==> src/shared/hmp_pkg.sv <==
package hmp_pkg;
    // Register indices; byte address is four times the index
    localparam logic [15:0] IDX_SHADOW = 16'hE8CA;
    localparam logic [15:0] IDX_ACTIVE = 16'hE8CC;
    localparam logic [15:0] IDX_CONTROL = 16'hE8CE;
    localparam logic [15:0] IDX_STATUS = 16'hE8D0;
    localparam logic [15:0] IDX_MASK = 16'hE8D2;
    localparam int ADDR_W = 18;
    // Shadow and active field positions
    localparam int HALL_REQ_BIT = 15;
    localparam int CUR_LSB = 11;
    localparam int EXP_LSB = 8;
    localparam int MOD_REQ_BIT = 7;
    localparam int REMIND_BIT = 6;
    localparam int MOD_LSB = 0;
    // Control field positions
    localparam int TRIG_SEL_LSB = 0;
    localparam int SYNC_SEL_LSB = 4;
    localparam int MCM_EN_BIT = 8;
    localparam int IDLE_EN_BIT = 9;
    // Status and mask bit positions
    localparam int ST_CHE = 0;
    localparam int ST_WHE = 1;
    localparam int ST_STR = 2;
    localparam int ST_IDLE = 3;
    localparam int ST_W = 4;
    // Reset values
    localparam logic [15:0] SHADOW_RST = 16'h0000;
    localparam logic [15:0] ACTIVE_RST = 16'h0000;
    localparam logic [15:0] CONTROL_RST = 16'h0000;
    localparam logic [3:0] STATUS_RST = 4'h0;
    localparam logic [3:0] MASK_RST = 4'h0;
    // Trigger and sync select codes
    localparam logic [2:0] TRIG_NONE = 3'h0;
    localparam logic [2:0] TRIG_CHE = 3'h1;
    localparam logic [1:0] SYNC_NONE = 2'h0;
endpackage : hmp_pkg

==> src/hdl/hmp_pattern_regs.sv <==
`timescale 1ns/10ps
module hmp_pattern_regs
(
    input wire logic clk_sys, // 100 MHz clock
    input wire logic rst, // Synchronous reset, active high
    input wire logic [hmp_pkg::ADDR_W-1:0] avs_address, // Byte address
    input wire logic avs_read, // Read request
    input wire logic avs_write, // Write request
    input wire logic [31:0] avs_writedata, // Write data
    input wire logic [3:0] avs_byteenable, // Byte lanes
    output logic [31:0] avs_readdata, // Read data
    output logic avs_waitrequest, // Stall
    input wire logic [2:0] hall_sensor_input, // Hall sensors 2..0
    input wire logic [7:1] trigger_in, // Next multichannel events
    input wire logic [3:1] sync_in, // Modulation sync events
    input wire logic [5:0] pwm_in, // PWM per output, pattern order
    output logic ch2_complement_out, // Modulated output
    output logic ch2_out, // Modulated output
    output logic ch1_complement_out, // Modulated output
    output logic ch1_out, // Modulated output
    output logic ch0_complement_out, // Modulated output
    output logic ch0_out, // Modulated output
    output logic correct_hall_event, // One-cycle pulse
    output logic wrong_hall_event, // One-cycle pulse
    output logic mcm_transfer, // One-cycle pulse on hardware transfer
    output logic irq // Level interrupt
);
    logic [2:0] current_hall_shadow;
    logic [2:0] expected_hall_shadow;
    logic [5:0] modulation_shadow;
    logic [2:0] current_hall_pattern;
    logic [2:0] expected_hall_pattern;
    logic [5:0] modulation_pattern;
    logic reminder;
    logic [2:0] switch_trigger_select;
    logic [1:0] switch_sync_select;
    logic multichannel_enable;
    logic idle_enable;
    logic [hmp_pkg::ST_W-1:0] status;
    logic [hmp_pkg::ST_W-1:0] mask;
    logic [2:0] hall_prev;
    logic hall_edge;
    logic [2:0] hall_sample;
    logic next_che;
    logic next_whe;
    logic hw_request;
    logic sync_ok;
    logic hw_transfer;
    logic acc_write;
    logic [15:0] acc_index;
    logic [15:0] wdata;
    logic [15:0] read_value;
    logic wr_shadow;
    logic wr_control;
    logic wr_status;
    logic wr_mask;
    logic hall_req_write;
    logic mod_req_write;
    logic match_current;
    logic match_expected;
    logic [hmp_pkg::ST_W-1:0] status_set;
    logic [hmp_pkg::ST_W-1:0] status_clear;
    logic [hmp_pkg::ST_W-1:0] next_status;

    // Common layout of the shadow and active words
    function automatic logic [15:0] pack_patterns(input logic [2:0] cur,
                                                  input logic [2:0] exp,
                                                  input logic [5:0] pat);
        pack_patterns = 16'h0000;
        pack_patterns[hmp_pkg::CUR_LSB +: 3] = cur;
        pack_patterns[hmp_pkg::EXP_LSB +: 3] = exp;
        pack_patterns[hmp_pkg::MOD_LSB +: 6] = pat;
    endfunction : pack_patterns

    function automatic logic addr_is(input logic [hmp_pkg::ADDR_W-1:0] addr,
                                     input logic [15:0] index);
        addr_is = (addr == {index, 2'b00});
    endfunction : addr_is

    assign acc_index = avs_address[hmp_pkg::ADDR_W-1:2];
    assign acc_write = avs_write && !avs_waitrequest && (avs_address[1:0] == 2'b00);
    assign wdata = {avs_byteenable[1] ? avs_writedata[15:8] : 8'h00,
                    avs_byteenable[0] ? avs_writedata[7:0] : 8'h00};

    // Register hits of an accepted write
    assign wr_shadow = acc_write && (acc_index == hmp_pkg::IDX_SHADOW);
    assign wr_control = acc_write && (acc_index == hmp_pkg::IDX_CONTROL);
    assign wr_status = acc_write && (acc_index == hmp_pkg::IDX_STATUS);
    assign wr_mask = acc_write && (acc_index == hmp_pkg::IDX_MASK);
    // Request bits act only on the write that carries them
    assign hall_req_write = wr_shadow && wdata[hmp_pkg::HALL_REQ_BIT];
    assign mod_req_write = wr_shadow && wdata[hmp_pkg::MOD_REQ_BIT];

    // One wait state on every access
    always_ff @(posedge clk_sys)
    begin
        if (rst)
            avs_waitrequest <= 1'b1;
        else
            avs_waitrequest <= !((avs_read || avs_write) && avs_waitrequest);
    end

    // Request bits and unused positions read as zero
    always_comb
    begin
        read_value = 16'h0000;
        if (addr_is(avs_address, hmp_pkg::IDX_SHADOW))
        begin
            read_value = pack_patterns(current_hall_shadow, expected_hall_shadow,
                                       modulation_shadow);
        end
        else if (addr_is(avs_address, hmp_pkg::IDX_ACTIVE))
        begin
            read_value = pack_patterns(current_hall_pattern, expected_hall_pattern,
                                       modulation_pattern);
            read_value[hmp_pkg::REMIND_BIT] = reminder;
        end
        else if (addr_is(avs_address, hmp_pkg::IDX_CONTROL))
        begin
            read_value[hmp_pkg::TRIG_SEL_LSB +: 3] = switch_trigger_select;
            read_value[hmp_pkg::SYNC_SEL_LSB +: 2] = switch_sync_select;
            read_value[hmp_pkg::MCM_EN_BIT] = multichannel_enable;
            read_value[hmp_pkg::IDLE_EN_BIT] = idle_enable;
        end
        else if (addr_is(avs_address, hmp_pkg::IDX_STATUS))
            read_value[hmp_pkg::ST_W-1:0] = status;
        else if (addr_is(avs_address, hmp_pkg::IDX_MASK))
            read_value[hmp_pkg::ST_W-1:0] = mask;
    end

    always_ff @(posedge clk_sys)
    begin
        if (rst)
            avs_readdata <= 32'h0000_0000;
        else if (avs_read && avs_waitrequest)
            avs_readdata <= {16'h0000, read_value};
    end

    // Shadow fields
    always_ff @(posedge clk_sys)
    begin
        if (rst)
        begin
            current_hall_shadow <= hmp_pkg::SHADOW_RST[hmp_pkg::CUR_LSB +: 3];
            expected_hall_shadow <= hmp_pkg::SHADOW_RST[hmp_pkg::EXP_LSB +: 3];
            modulation_shadow <= hmp_pkg::SHADOW_RST[hmp_pkg::MOD_LSB +: 6];
        end
        else if (wr_shadow)
        begin
            current_hall_shadow <= wdata[hmp_pkg::CUR_LSB +: 3];
            expected_hall_shadow <= wdata[hmp_pkg::EXP_LSB +: 3];
            modulation_shadow <= wdata[hmp_pkg::MOD_LSB +: 6];
        end
    end

    // Control, mask and own settings
    always_ff @(posedge clk_sys)
    begin
        if (rst)
        begin
            switch_trigger_select <= hmp_pkg::CONTROL_RST[hmp_pkg::TRIG_SEL_LSB +: 3];
            switch_sync_select <= hmp_pkg::CONTROL_RST[hmp_pkg::SYNC_SEL_LSB +: 2];
            multichannel_enable <= hmp_pkg::CONTROL_RST[hmp_pkg::MCM_EN_BIT];
            idle_enable <= hmp_pkg::CONTROL_RST[hmp_pkg::IDLE_EN_BIT];
            mask <= hmp_pkg::MASK_RST;
        end
        else
        begin
            if (wr_control)
            begin
                switch_trigger_select <= wdata[hmp_pkg::TRIG_SEL_LSB +: 3];
                switch_sync_select <= wdata[hmp_pkg::SYNC_SEL_LSB +: 2];
                multichannel_enable <= wdata[hmp_pkg::MCM_EN_BIT];
                idle_enable <= wdata[hmp_pkg::IDLE_EN_BIT];
            end
            if (wr_mask)
                mask <= wdata[hmp_pkg::ST_W-1:0];
        end
    end

    // Edge detection and compare, one cycle after the edge
    always_ff @(posedge clk_sys)
    begin
        if (rst)
        begin
            hall_prev <= 3'h0;
            hall_edge <= 1'b0;
            hall_sample <= 3'h0;
        end
        else
        begin
            hall_prev <= hall_sensor_input;
            hall_edge <= (hall_sensor_input != hall_prev);
            hall_sample <= hall_sensor_input;
        end
    end

    // Compare against the patterns in force
    assign match_current = (hall_sample == current_hall_pattern);
    assign match_expected = (hall_sample == expected_hall_pattern);

    // A return to the current pattern is taken as a spike
    always_comb
    begin
        next_che = 1'b0;
        next_whe = 1'b0;
        if (hall_edge)
        begin
            if (match_current)
                next_che = 1'b0;
            else if (match_expected)
                next_che = 1'b1;
            else
                next_whe = 1'b1;
        end
    end

    always_ff @(posedge clk_sys)
    begin
        if (rst)
        begin
            correct_hall_event <= 1'b0;
            wrong_hall_event <= 1'b0;
        end
        else
        begin
            correct_hall_event <= next_che;
            wrong_hall_event <= next_whe;
        end
    end

    // Active Hall patterns; software request wins over hardware
    always_ff @(posedge clk_sys)
    begin
        if (rst)
        begin
            current_hall_pattern <= hmp_pkg::ACTIVE_RST[hmp_pkg::CUR_LSB +: 3];
            expected_hall_pattern <= hmp_pkg::ACTIVE_RST[hmp_pkg::EXP_LSB +: 3];
        end
        else if (hall_req_write)
        begin
            current_hall_pattern <= wdata[hmp_pkg::CUR_LSB +: 3];
            expected_hall_pattern <= wdata[hmp_pkg::EXP_LSB +: 3];
        end
        else if (next_che)
        begin
            current_hall_pattern <= current_hall_shadow;
            expected_hall_pattern <= expected_hall_shadow;
        end
    end

    // Hardware transfer request and synchronisation
    always_comb
    begin
        hw_request = 1'b0;
        if (multichannel_enable)
        begin
            if (switch_trigger_select == hmp_pkg::TRIG_CHE)
                hw_request = next_che;
            else if (switch_trigger_select != hmp_pkg::TRIG_NONE)
                hw_request = trigger_in[switch_trigger_select];
        end
    end

    // Sync gate; select zero lets the transfer through at once
    always_comb
    begin
        sync_ok = 1'b1;
        if (switch_sync_select != hmp_pkg::SYNC_NONE)
            sync_ok = sync_in[switch_sync_select];
    end

    assign hw_transfer = multichannel_enable && (reminder || hw_request) && sync_ok;

    always_ff @(posedge clk_sys)
    begin
        if (rst)
            reminder <= 1'b0;
        else if (!multichannel_enable || hw_transfer)
            reminder <= 1'b0;
        else if (hw_request)
            reminder <= 1'b1;
    end

    always_ff @(posedge clk_sys)
    begin
        if (rst)
            mcm_transfer <= 1'b0;
        else
            mcm_transfer <= hw_transfer;
    end

    // Active modulation pattern; idle overrides everything
    always_ff @(posedge clk_sys)
    begin
        if (rst)
            modulation_pattern <= hmp_pkg::ACTIVE_RST[hmp_pkg::MOD_LSB +: 6];
        else if (status[hmp_pkg::ST_IDLE])
            modulation_pattern <= 6'h00;
        else if (mod_req_write)
            modulation_pattern <= wdata[hmp_pkg::MOD_LSB +: 6];
        else if (hw_transfer)
            modulation_pattern <= modulation_shadow;
    end

    // Set sources, one per sticky flag
    always_comb
    begin
        status_set = '0;
        status_set[hmp_pkg::ST_CHE] = next_che;
        status_set[hmp_pkg::ST_WHE] = next_whe;
        status_set[hmp_pkg::ST_STR] = hw_transfer;
        status_set[hmp_pkg::ST_IDLE] = next_whe && idle_enable;
    end

    // Write one to clear; a set in the same cycle wins
    always_comb
    begin
        status_clear = '0;
        if (wr_status)
            status_clear = wdata[hmp_pkg::ST_W-1:0];
        next_status = (status & ~status_clear) | status_set;
    end

    always_ff @(posedge clk_sys)
    begin
        if (rst)
            status <= hmp_pkg::STATUS_RST;
        else
            status <= next_status;
    end

    always_ff @(posedge clk_sys)
    begin
        if (rst)
            irq <= 1'b0;
        else
            irq <= |(status & mask);
    end

    // Output gating by pattern
    always_ff @(posedge clk_sys)
    begin
        if (rst)
        begin
            {ch2_complement_out, ch2_out, ch1_complement_out} <= 3'h0;
            {ch1_out, ch0_complement_out, ch0_out} <= 3'h0;
        end
        else
        begin
            ch2_complement_out <= modulation_pattern[5] & pwm_in[5];
            ch2_out <= modulation_pattern[4] & pwm_in[4];
            ch1_complement_out <= modulation_pattern[3] & pwm_in[3];
            ch1_out <= modulation_pattern[2] & pwm_in[2];
            ch0_complement_out <= modulation_pattern[1] & pwm_in[1];
            ch0_out <= modulation_pattern[0] & pwm_in[0];
        end
    end
endmodule : hmp_pattern_regs

==> config.mk <==
export PLATFORM = sky130hd
export DESIGN_NAME = hmp_pattern_regs
export DESIGN_NICKNAME = d
export VERILOG_FILES = /design/src/shared/hmp_pkg.sv /design/src/hdl/hmp_pattern_regs.sv
export SDC_FILE = /design/constraint.sdc
export NUM_CORES = 1
export LEC_CHECK = 0
export BUFFER_PORTS_ARGS = -buffer_cell sky130_fd_sc_hd__buf_2
export CORE_ASPECT_RATIO = 1.75
export CORE_MARGIN = 3
export CORE_UTILIZATION = 32
export CTS_CLUSTER_DIAMETER = 80
export DETAILED_ROUTE_END_ITERATION = 8
export GPL_TIMING_DRIVEN = 0
export PLACE_DENSITY = 0.64
export REMOVE_ABC_BUFFERS = 1
export SLEW_MARGIN = 20
export SYNTH_ARGS = -nofsm -noshare
export SYNTH_HDL_FRONTEND = slang
export SYNTH_SLANG_ARGS = --single-unit
export TNS_END_PERCENT = 30
==> constraint.sdc <==
create_clock -name clk_sys -period 2.3 [get_ports clk_sys]
set_clock_uncertainty 0.2 [all_clocks]
set_input_delay 0.23 -clock clk_sys [delete_from_list [all_inputs] [get_ports clk_sys]]
set_output_delay 0.23 -clock clk_sys [all_outputs]
set_load 0.1 [all_outputs]
==> results.tsv, run 1 <==
stage	metric	value	unit
run_status	status	completed	
yosys	syn_inst	388	
yosys	ys_types	56	
global_route	grt_usage	17.4	%
route	routedWlPerCell	16.6	µm
placed_design	gp_congestion	0.856	
yosys	synth.avg_cell_area	8.71	µm²
timing	setup_viol	0	
timing	rsz0062_at_grt	no	
global_route	antenna_found_initial	0	
min_path	hold_start	avs_byteenable[1]	
clocking	clock_latency	340	ps
route	final_antenna_net_count	0	
critical_path	crit_type	input pin to flip-flop	
timing	worstMarginPinSlew	979	ps
yosys	synth_edf_count	0	
placed_design	placed_cells_incl_taps	571	
power	powerDensity	736	nW/µm²
layout	syn_to_final_growth	29.4	%
yosys	synth_ff_type	dfxtp_1	
critical_path	crit_fanout	10	
clocking	clockRootBuffer	clkbuf_16	
critical_path	worstSetupEndpointType	flip-flop	
die	die_area	11900	µm²
global_route	grt_first_pass_wirelength	16100	µm
timing	slew_violations	0	
yosys	yosysTopAreaCell	dfxtp_1	
critical_path	arrival	2260	ps
placed_design	dp_hpwl	7430	µm
die	start_util	32.8	%
route	vias	3216	
critical_path	ff2ff_path_depth	5	
min_path	hold_class	input pin to flip-flop	
flow_run	cap_viol_max_count	0	
yosys	synth_top_cells_by_area	dfxtp_1, nand2_1, mux2i_1	
timing	finalHoldViolations	0	
timing	max_freq	452	MHz
layout	diodes	0	
power	p_comb_share	13.9	%
min_path	hold_path_end	current_hall_shadow[0]$_SDFFE_PP0P_	
layout	multi_input_area	1870	µm²
global_route	grt_pass1_vias	3297	
yosys	syn_area	3380	µm²
yosys	yosys_register_bits	68	
power	p_int	2.36	mW
die	die_h	142	µm
placed_design	portBuffers	79	
yosys	synth_seq_area_share	40.3	%
layout	fin_cells	611	
die	die_width	83.7	µm
placed_design	pre_cts_ws	-507	ps
layout	nNetsFinal	556	
layout	seq_area	1360	µm²
critical_path	regToRegSetupSlack	100	ps
layout	drive_above_1_share	24.6	%
die	core_area	10300	µm²
timing	setup_slack	89.2	ps
global_route	overflow	0	
clocking	numCtsBuffers	9	
clocking	htree_levels	3	
power	p_sw	0.861	mW
route	totalWireLength	10100	µm
critical_path	crit_start	avs_address[14]	
timing	min_period_over_period	96.1	%
timing	slew_headroom	34.7	%
yosys	yosysWarnings	0	
power	p_total	3.22	mW
route	drt_iter0_drc	262	
power	clkPwrFrac	48.6	%
route	drt_first_pass_iters	4	
power	ir_drop	0.526	mV
yosys	synth_top_area_share	40.3	%
layout	final_common_cell	buf_2	
critical_path	r2r-end	modulation_pattern[0]$_SDFFE_PP0P_	
die	rows	49	
clocking	clk_path_buf_depth	2	
clocking	cts_tree	yes	
clocking	cts.clk_slew.worst_paths	60	ps
timing	tns	0	ps
clocking	cts_num_sinks	68	
route	post-route-drc-count	0	
critical_path	startpoint_type	input pin	
critical_path	required	2350	ps
die	pin_count	120	
layout	final_cell_mix	buf_2, dfxtp_1, nand2_1, nor2_1, dlygate4sd3_1	
power	p_seq_share	37.5	%
yosys	ys_async_sr_fraction	0	%
timing	min_period	2210	ps
power	p_leak	1.84	nW
layout	nFillCells	1033	
critical_path	r2r-start	switch_trigger_select[0]$_SDFFE_PP0P_	
power	switching_share	26.7	%
min_path	holdPathStages	3	
route	via_per_inst	5.26	
global_route	grt_max_degree	55	
-- cells by family after synthesis --
| logic type | Yosys count | share of synthesized area (%) |
|---|---|---|
| compound gates | 77 | 16.4 |
| xor+xnor | 9 | 2.33 |
| buf+inv | 43 | 7.51 |
| flops | 68 | 40.3 |
| mux | 21 | 6.62 |
| other cells | 1 | 0.111 |
| simple gates | 169 | 26.7 |
-- sequential cells by signal (all words and copies together), names as in the netlist, 2 cells and up --
register               flops
hall_sample                3
status                     4
avs_readdata              13
switch_trigger_select      3
expected_hall_pattern      3
switch_sync_select         2
modulation_pattern         6
modulation_shadow          6
expected_hall_shadow       3
current_hall_shadow        3
mask                       4
current_hall_pattern       3
-- critical path, stage by stage --
cell	delay (ps)
buf_2	110
nor4b_2	400
nand3_1	450
a2111oi_1	740
a211oi_1	100
a211oi_1	230
-- Yosys cell counts (all sizes together), types with 4 or more instances --
cell    count
a211oi     13
a21oi      21
a221oi      4
a22oi       5
a31oi       5
and2       12
and3        9
buf        27
clkbuf     14
dfxtp      68
mux2i      19
nand2      51
nand3      15
nand4      10
nor2       26
nor2b       5
nor3       17
o211ai     10
o21ai       6
xnor2       6
-- worst max path at each step --
stage | to | slack, ps | depth (start not counted)
after floorplan | modulation_pattern[0]$_SDFFE_PP0P_ | -150 | 5
after global placement | avs_readdata[1]$_SDFFE_PP0P_ | -450 | 6
after detailed placement | avs_readdata[1]$_SDFFE_PP0P_ | -510 | 6
after CTS | avs_readdata[1]$_SDFFE_PP0P_ | 2 | 6
after global routing | modulation_pattern[1]$_SDFFE_PP0P_ | 20 | 5
final | avs_readdata[2]$_SDFFE_PP0P_ | 90 | 6
-- metal layers --
metal | GRT usage, % | part of all wire, % | up-vias
met5 | 0 | 0 | -
met4 | 12.3 | 3.6 | 0
met3 | 3.53 | 6.3 | 23
met2 | 32.0 | 54 | 118
met1 | 17.2 | 36 | 1527
li1 | - | - | 1548
-- layout make-up --
class,instances,share of cell area [%]
multi-input combinational,295,42.8
sequential,68,31.1
timing repair buffer,103,14.5
clock buffer,9,5.15
tap,127,3.63
clock inverter,7,2.63
inverter,2,0.172
-- stage by stage --
stage,utilization (%),hold slack [ps],instance area (µm²)
3_5_place_dp,36.5,244,3760
2_1_floorplan,-,99.1,3200
4_1_cts,42.1,11.6,4330
6_report,42.5,23.1,4370
3_3_place_gp,36.5,239,3760
5_1_grt,42.5,37.5,4370
-- repair_timing --
action,4_1_cts,5_1_grt
endpoints found under the hold margin,25,0
hold buffers,23,0
pin swaps,0,1
endpoints found under the setup margin,9,16
buffers inserted,0,1
resized for setup,4,6
gates cloned,0,0
-- power by group through the flow --
stage                     Clock (mW)  Combinational [mW]  Sequential (mW)
final                           1.56               0.448             1.21
after global routing            1.63               0.472             1.21
after CTS                       1.59               0.444             1.21
after detailed placement           0               0.412             1.23
after global placement             0               0.408             1.23
after floorplan                    0               0.220             1.30
(Power assumes the default switching activity.)
==> run 2, diff against run 1 <==
--- a/config.mk
+++ b/config.mk
@@ -8,11 +8,11 @@
 export BUFFER_PORTS_ARGS = -buffer_cell sky130_fd_sc_hd__buf_2
 export CORE_ASPECT_RATIO = 1.75
 export CORE_MARGIN = 3
-export CORE_UTILIZATION = 32
+export CORE_UTILIZATION = 50
 export CTS_CLUSTER_DIAMETER = 80
 export DETAILED_ROUTE_END_ITERATION = 8
 export GPL_TIMING_DRIVEN = 0
-export PLACE_DENSITY = 0.64
+export PLACE_DENSITY = 0.86
 export REMOVE_ABC_BUFFERS = 1
 export SLEW_MARGIN = 20
 export SYNTH_ARGS = -nofsm -noshare
==> constraint.sdc (replaced) <==
create_clock -name clk_sys -period 2.65 [get_ports clk_sys]
set_clock_uncertainty 0.2 [all_clocks]
set_input_delay 0.265 -clock clk_sys [delete_from_list [all_inputs] [get_ports clk_sys]]
set_output_delay 0.265 -clock clk_sys [all_outputs]
set_load 0.1 [all_outputs]
==> run 2 against run 1 <==
  * Combinational power down 15%
  * Setup slack better by 150 ps
  * Critical endpoint is now avs_readdata[1]$_SDFFE_PP0P_
  * Power fell by 22%
==> results.tsv, run 2 (synthesized netlist as in run 1, its figures left out) <==
stage	metric	value	unit	change
critical_path	path_cells	buf_2 > nor4b_2 > nand3_1 > a2111oi_1 > a211oi_1 > a211oi_1		unchanged
layout	largest_registers	avs_readdata: 13 flops, modulation_pattern: 6 flops, modulation_shadow: 6 flops		unchanged
clocking	clock_latency	340	ps	about the same
route	totalWireLength	10000	µm	was 10100 µm
layout	syn_to_final_growth	23.2	%	was 29.4%
timing	slew_violations	0		unchanged
clocking	cts.clk_slew.worst_paths	50	ps	was 60 ps
power	powerDensity	607	nW/µm²	was 736 nW/µm²
global_route	grt_max_degree	55		unchanged
placed_design	dp_hpwl	6820	µm	was 7430 µm
clocking	cts_num_sinks	68		unchanged
placed_design	portBuffers	79		unchanged
clocking	post-cts-setup-buffer-count	0		unchanged
timing	min_period	2410	ps	
critical_path	crit_fanout	11		was 10
clocking	cts_tree	yes		unchanged
timing	finalHoldViolations	0		unchanged
clocking	htree_levels	3		unchanged
critical_path	crit_type	input pin to flip-flop		unchanged
layout	largest_register_ffs	13		unchanged
route	final_antenna_net_count	0		unchanged
global_route	overflow	0		unchanged
timing	min_period_over_period	91.0	%	
timing	worst_hold_slack	11.6	ps	was 23.1 ps
critical_path	critical_path_buf_inv_count	1		unchanged
layout	largest_register	avs_readdata		unchanged
timing	slew_headroom	29.3	%	was 34.7%
timing	setup_viol	0		unchanged
run_status	status	completed		unchanged
global_route	grt_first_pass_wirelength	15500	µm	was 16100 µm
die	core_area	6540	µm²	was 10300 µm²
critical_path	critPathTopFamily	compound AO/OA/AOI/OAI gates		unchanged
layout	design_area	4160	µm²	was 4370 µm²
die	pin_count	120		unchanged
global_route	grt_usage	27.1	%	was 17.4%
layout	final_common_cell	buf_2		unchanged
timing	worstMarginPinSlew	1050	ps	was 979 ps
layout	seq_area	1360	µm²	about the same
critical_path	startpoint_type	input pin		unchanged
critical_path	cpPeakStageDelay	760	ps	was 740 ps
min_path	hold_class	input pin to flip-flop		unchanged
clocking	clockRootBuffer	clkbuf_16		unchanged
power	ir_drop	0.548	mV	was 0.526 mV
die	die_width	68.2	µm	was 83.7 µm
critical_path	regToRegSetupSlack	240	ps	was 100 ps
timing	setup_slack	238	ps	was 89.2 ps
die	die_area	7820	µm²	was 11900 µm²
placed_design	pre_cts_ws	-139	ps	was -507 ps
route	vias	3393		was 3216
placed_design	gp_congestion	0.885		was 0.856
flow_run	cap_viol_max_count	0		unchanged
critical_path	worstSetupEndpointType	flip-flop		unchanged
placed_design	dpl_cell_area	3700	µm²	was 3760 µm²
layout	nFillCells	573		was 1033
route	post-route-drc-count	0		unchanged
clocking	clk_path_buf_depth	2		unchanged
timing	max_freq	415	MHz	
layout	final_cell_mix	buf_2, dfxtp_1, nand2_1, nor2_1, a21oi_1		was buf_2, dfxtp_1, nand2_1, nor2_1, dlygate4sd3_1
layout	diodes	0		unchanged
critical_path	cp_common_cell	a211oi_1		unchanged
route	drt_iter0_drc	418		was 262
layout	nNetsFinal	551		was 556
timing	rsz0062_at_grt	no		unchanged
route	via_per_inst	6.05		was 5.26
critical_path	slowest_stage	a2111oi_1		unchanged
die	die_h	115	µm	was 142 µm
critical_path	arrival	2460	ps	was 2260 ps
timing	tns	0	ps	unchanged
critical_path	required	2690	ps	was 2350 ps
route	routedWlPerCell	17.9	µm	was 16.6 µm
route	drt_first_pass_iters	5		was 4
global_route	antenna_found_initial	0		unchanged
layout	multi_input_area	1840	µm²	was 1870 µm²
die	start_util	51.7	%	was 32.8%
power	p_leak	1.78	nW	was 1.84 nW
die	rows	39		was 49
clocking	numCtsBuffers	9		unchanged
layout	drive_above_1_share	23.4	%	was 24.6%
global_route	grt_pass1_vias	3330		was 3297
[run 2: cell types whose count changed in the layout (fill, tap and decap cells not counted), sizes merged]
| cell | delta |
|---|---|
| buf | -1 |
| clkbuf | +3 |
| dlygate4sd3 | -4 |
| bufinv | -3 |
[run 2: power breakdown]
group          internal (mW)  total [mW]  leakage (nW)  switching, mW
Combinational         0.0921       0.382          1.10          0.290
Sequential              1.04        1.05         0.551         0.0114
Clock                  0.655        1.10         0.129          0.442
[run 2: timing repair]
item                       in CTS  in global routing
resized for setup               0                  1
hold buffers                   19                  0
hold endpoints to repair       18                  0
setup endpoints to repair       0                  1
[run 2: path summary, 6_finish.rpt]
kind / start / end / cells after the start
worst max-delay path: avs_address[4] / avs_readdata[1]$_SDFFE_PP0P_ / 6
worst min-delay path: avs_writedata[10] / expected_hall_shadow[2]$_SDFFE_PP0P_ / 3
worst max register to register: switch_trigger_select[0]$_SDFFE_PP0P_ / modulation_pattern[1]$_SDFFE_PP0P_ / 5
worst min register to register: avs_readdata[8]$_SDFFE_PP0P_ / avs_readdata[8]$_SDFFE_PP0P_ / 2
[run 2: cell type report]
cell class	instances	area share, %
clock inverters	4	0.601
repair buffers	98	14.1
inverters	2	0.180
well taps	82	2.46
clock buffers	12	5.92
multi-input cells	295	44.1
flip-flops and latches	68	32.7
[run 2: stage by stage]
| step | util, % | power [mW] | instances |
|---|---|---|---|
| after global routing | 63.7 | 2.60 | 561 |
| after global placement | 56.6 | 1.42 | 526 |
| after detailed placement | 56.6 | 1.42 | 526 |
| final | 63.7 | 2.53 | 561 |
| after CTS | 63.6 | 2.53 | 561 |
| after floorplan | - | 1.32 | 365 |
[run 2: tightest hold or removal path, cell delays in order]
cell and delay (ps):
buf_2 110, nand3_1 70, a21oi_1 60
[run 2: per-layer routing]
metal  GRT usage (%)  up-vias  routed length [µm]
met2            44.8      211                5150
met5               0        -                   0
met3            6.94       61                 843
met4            21.6        0                 678
met1            27.6     1565                3360
li1                -     1556                   -
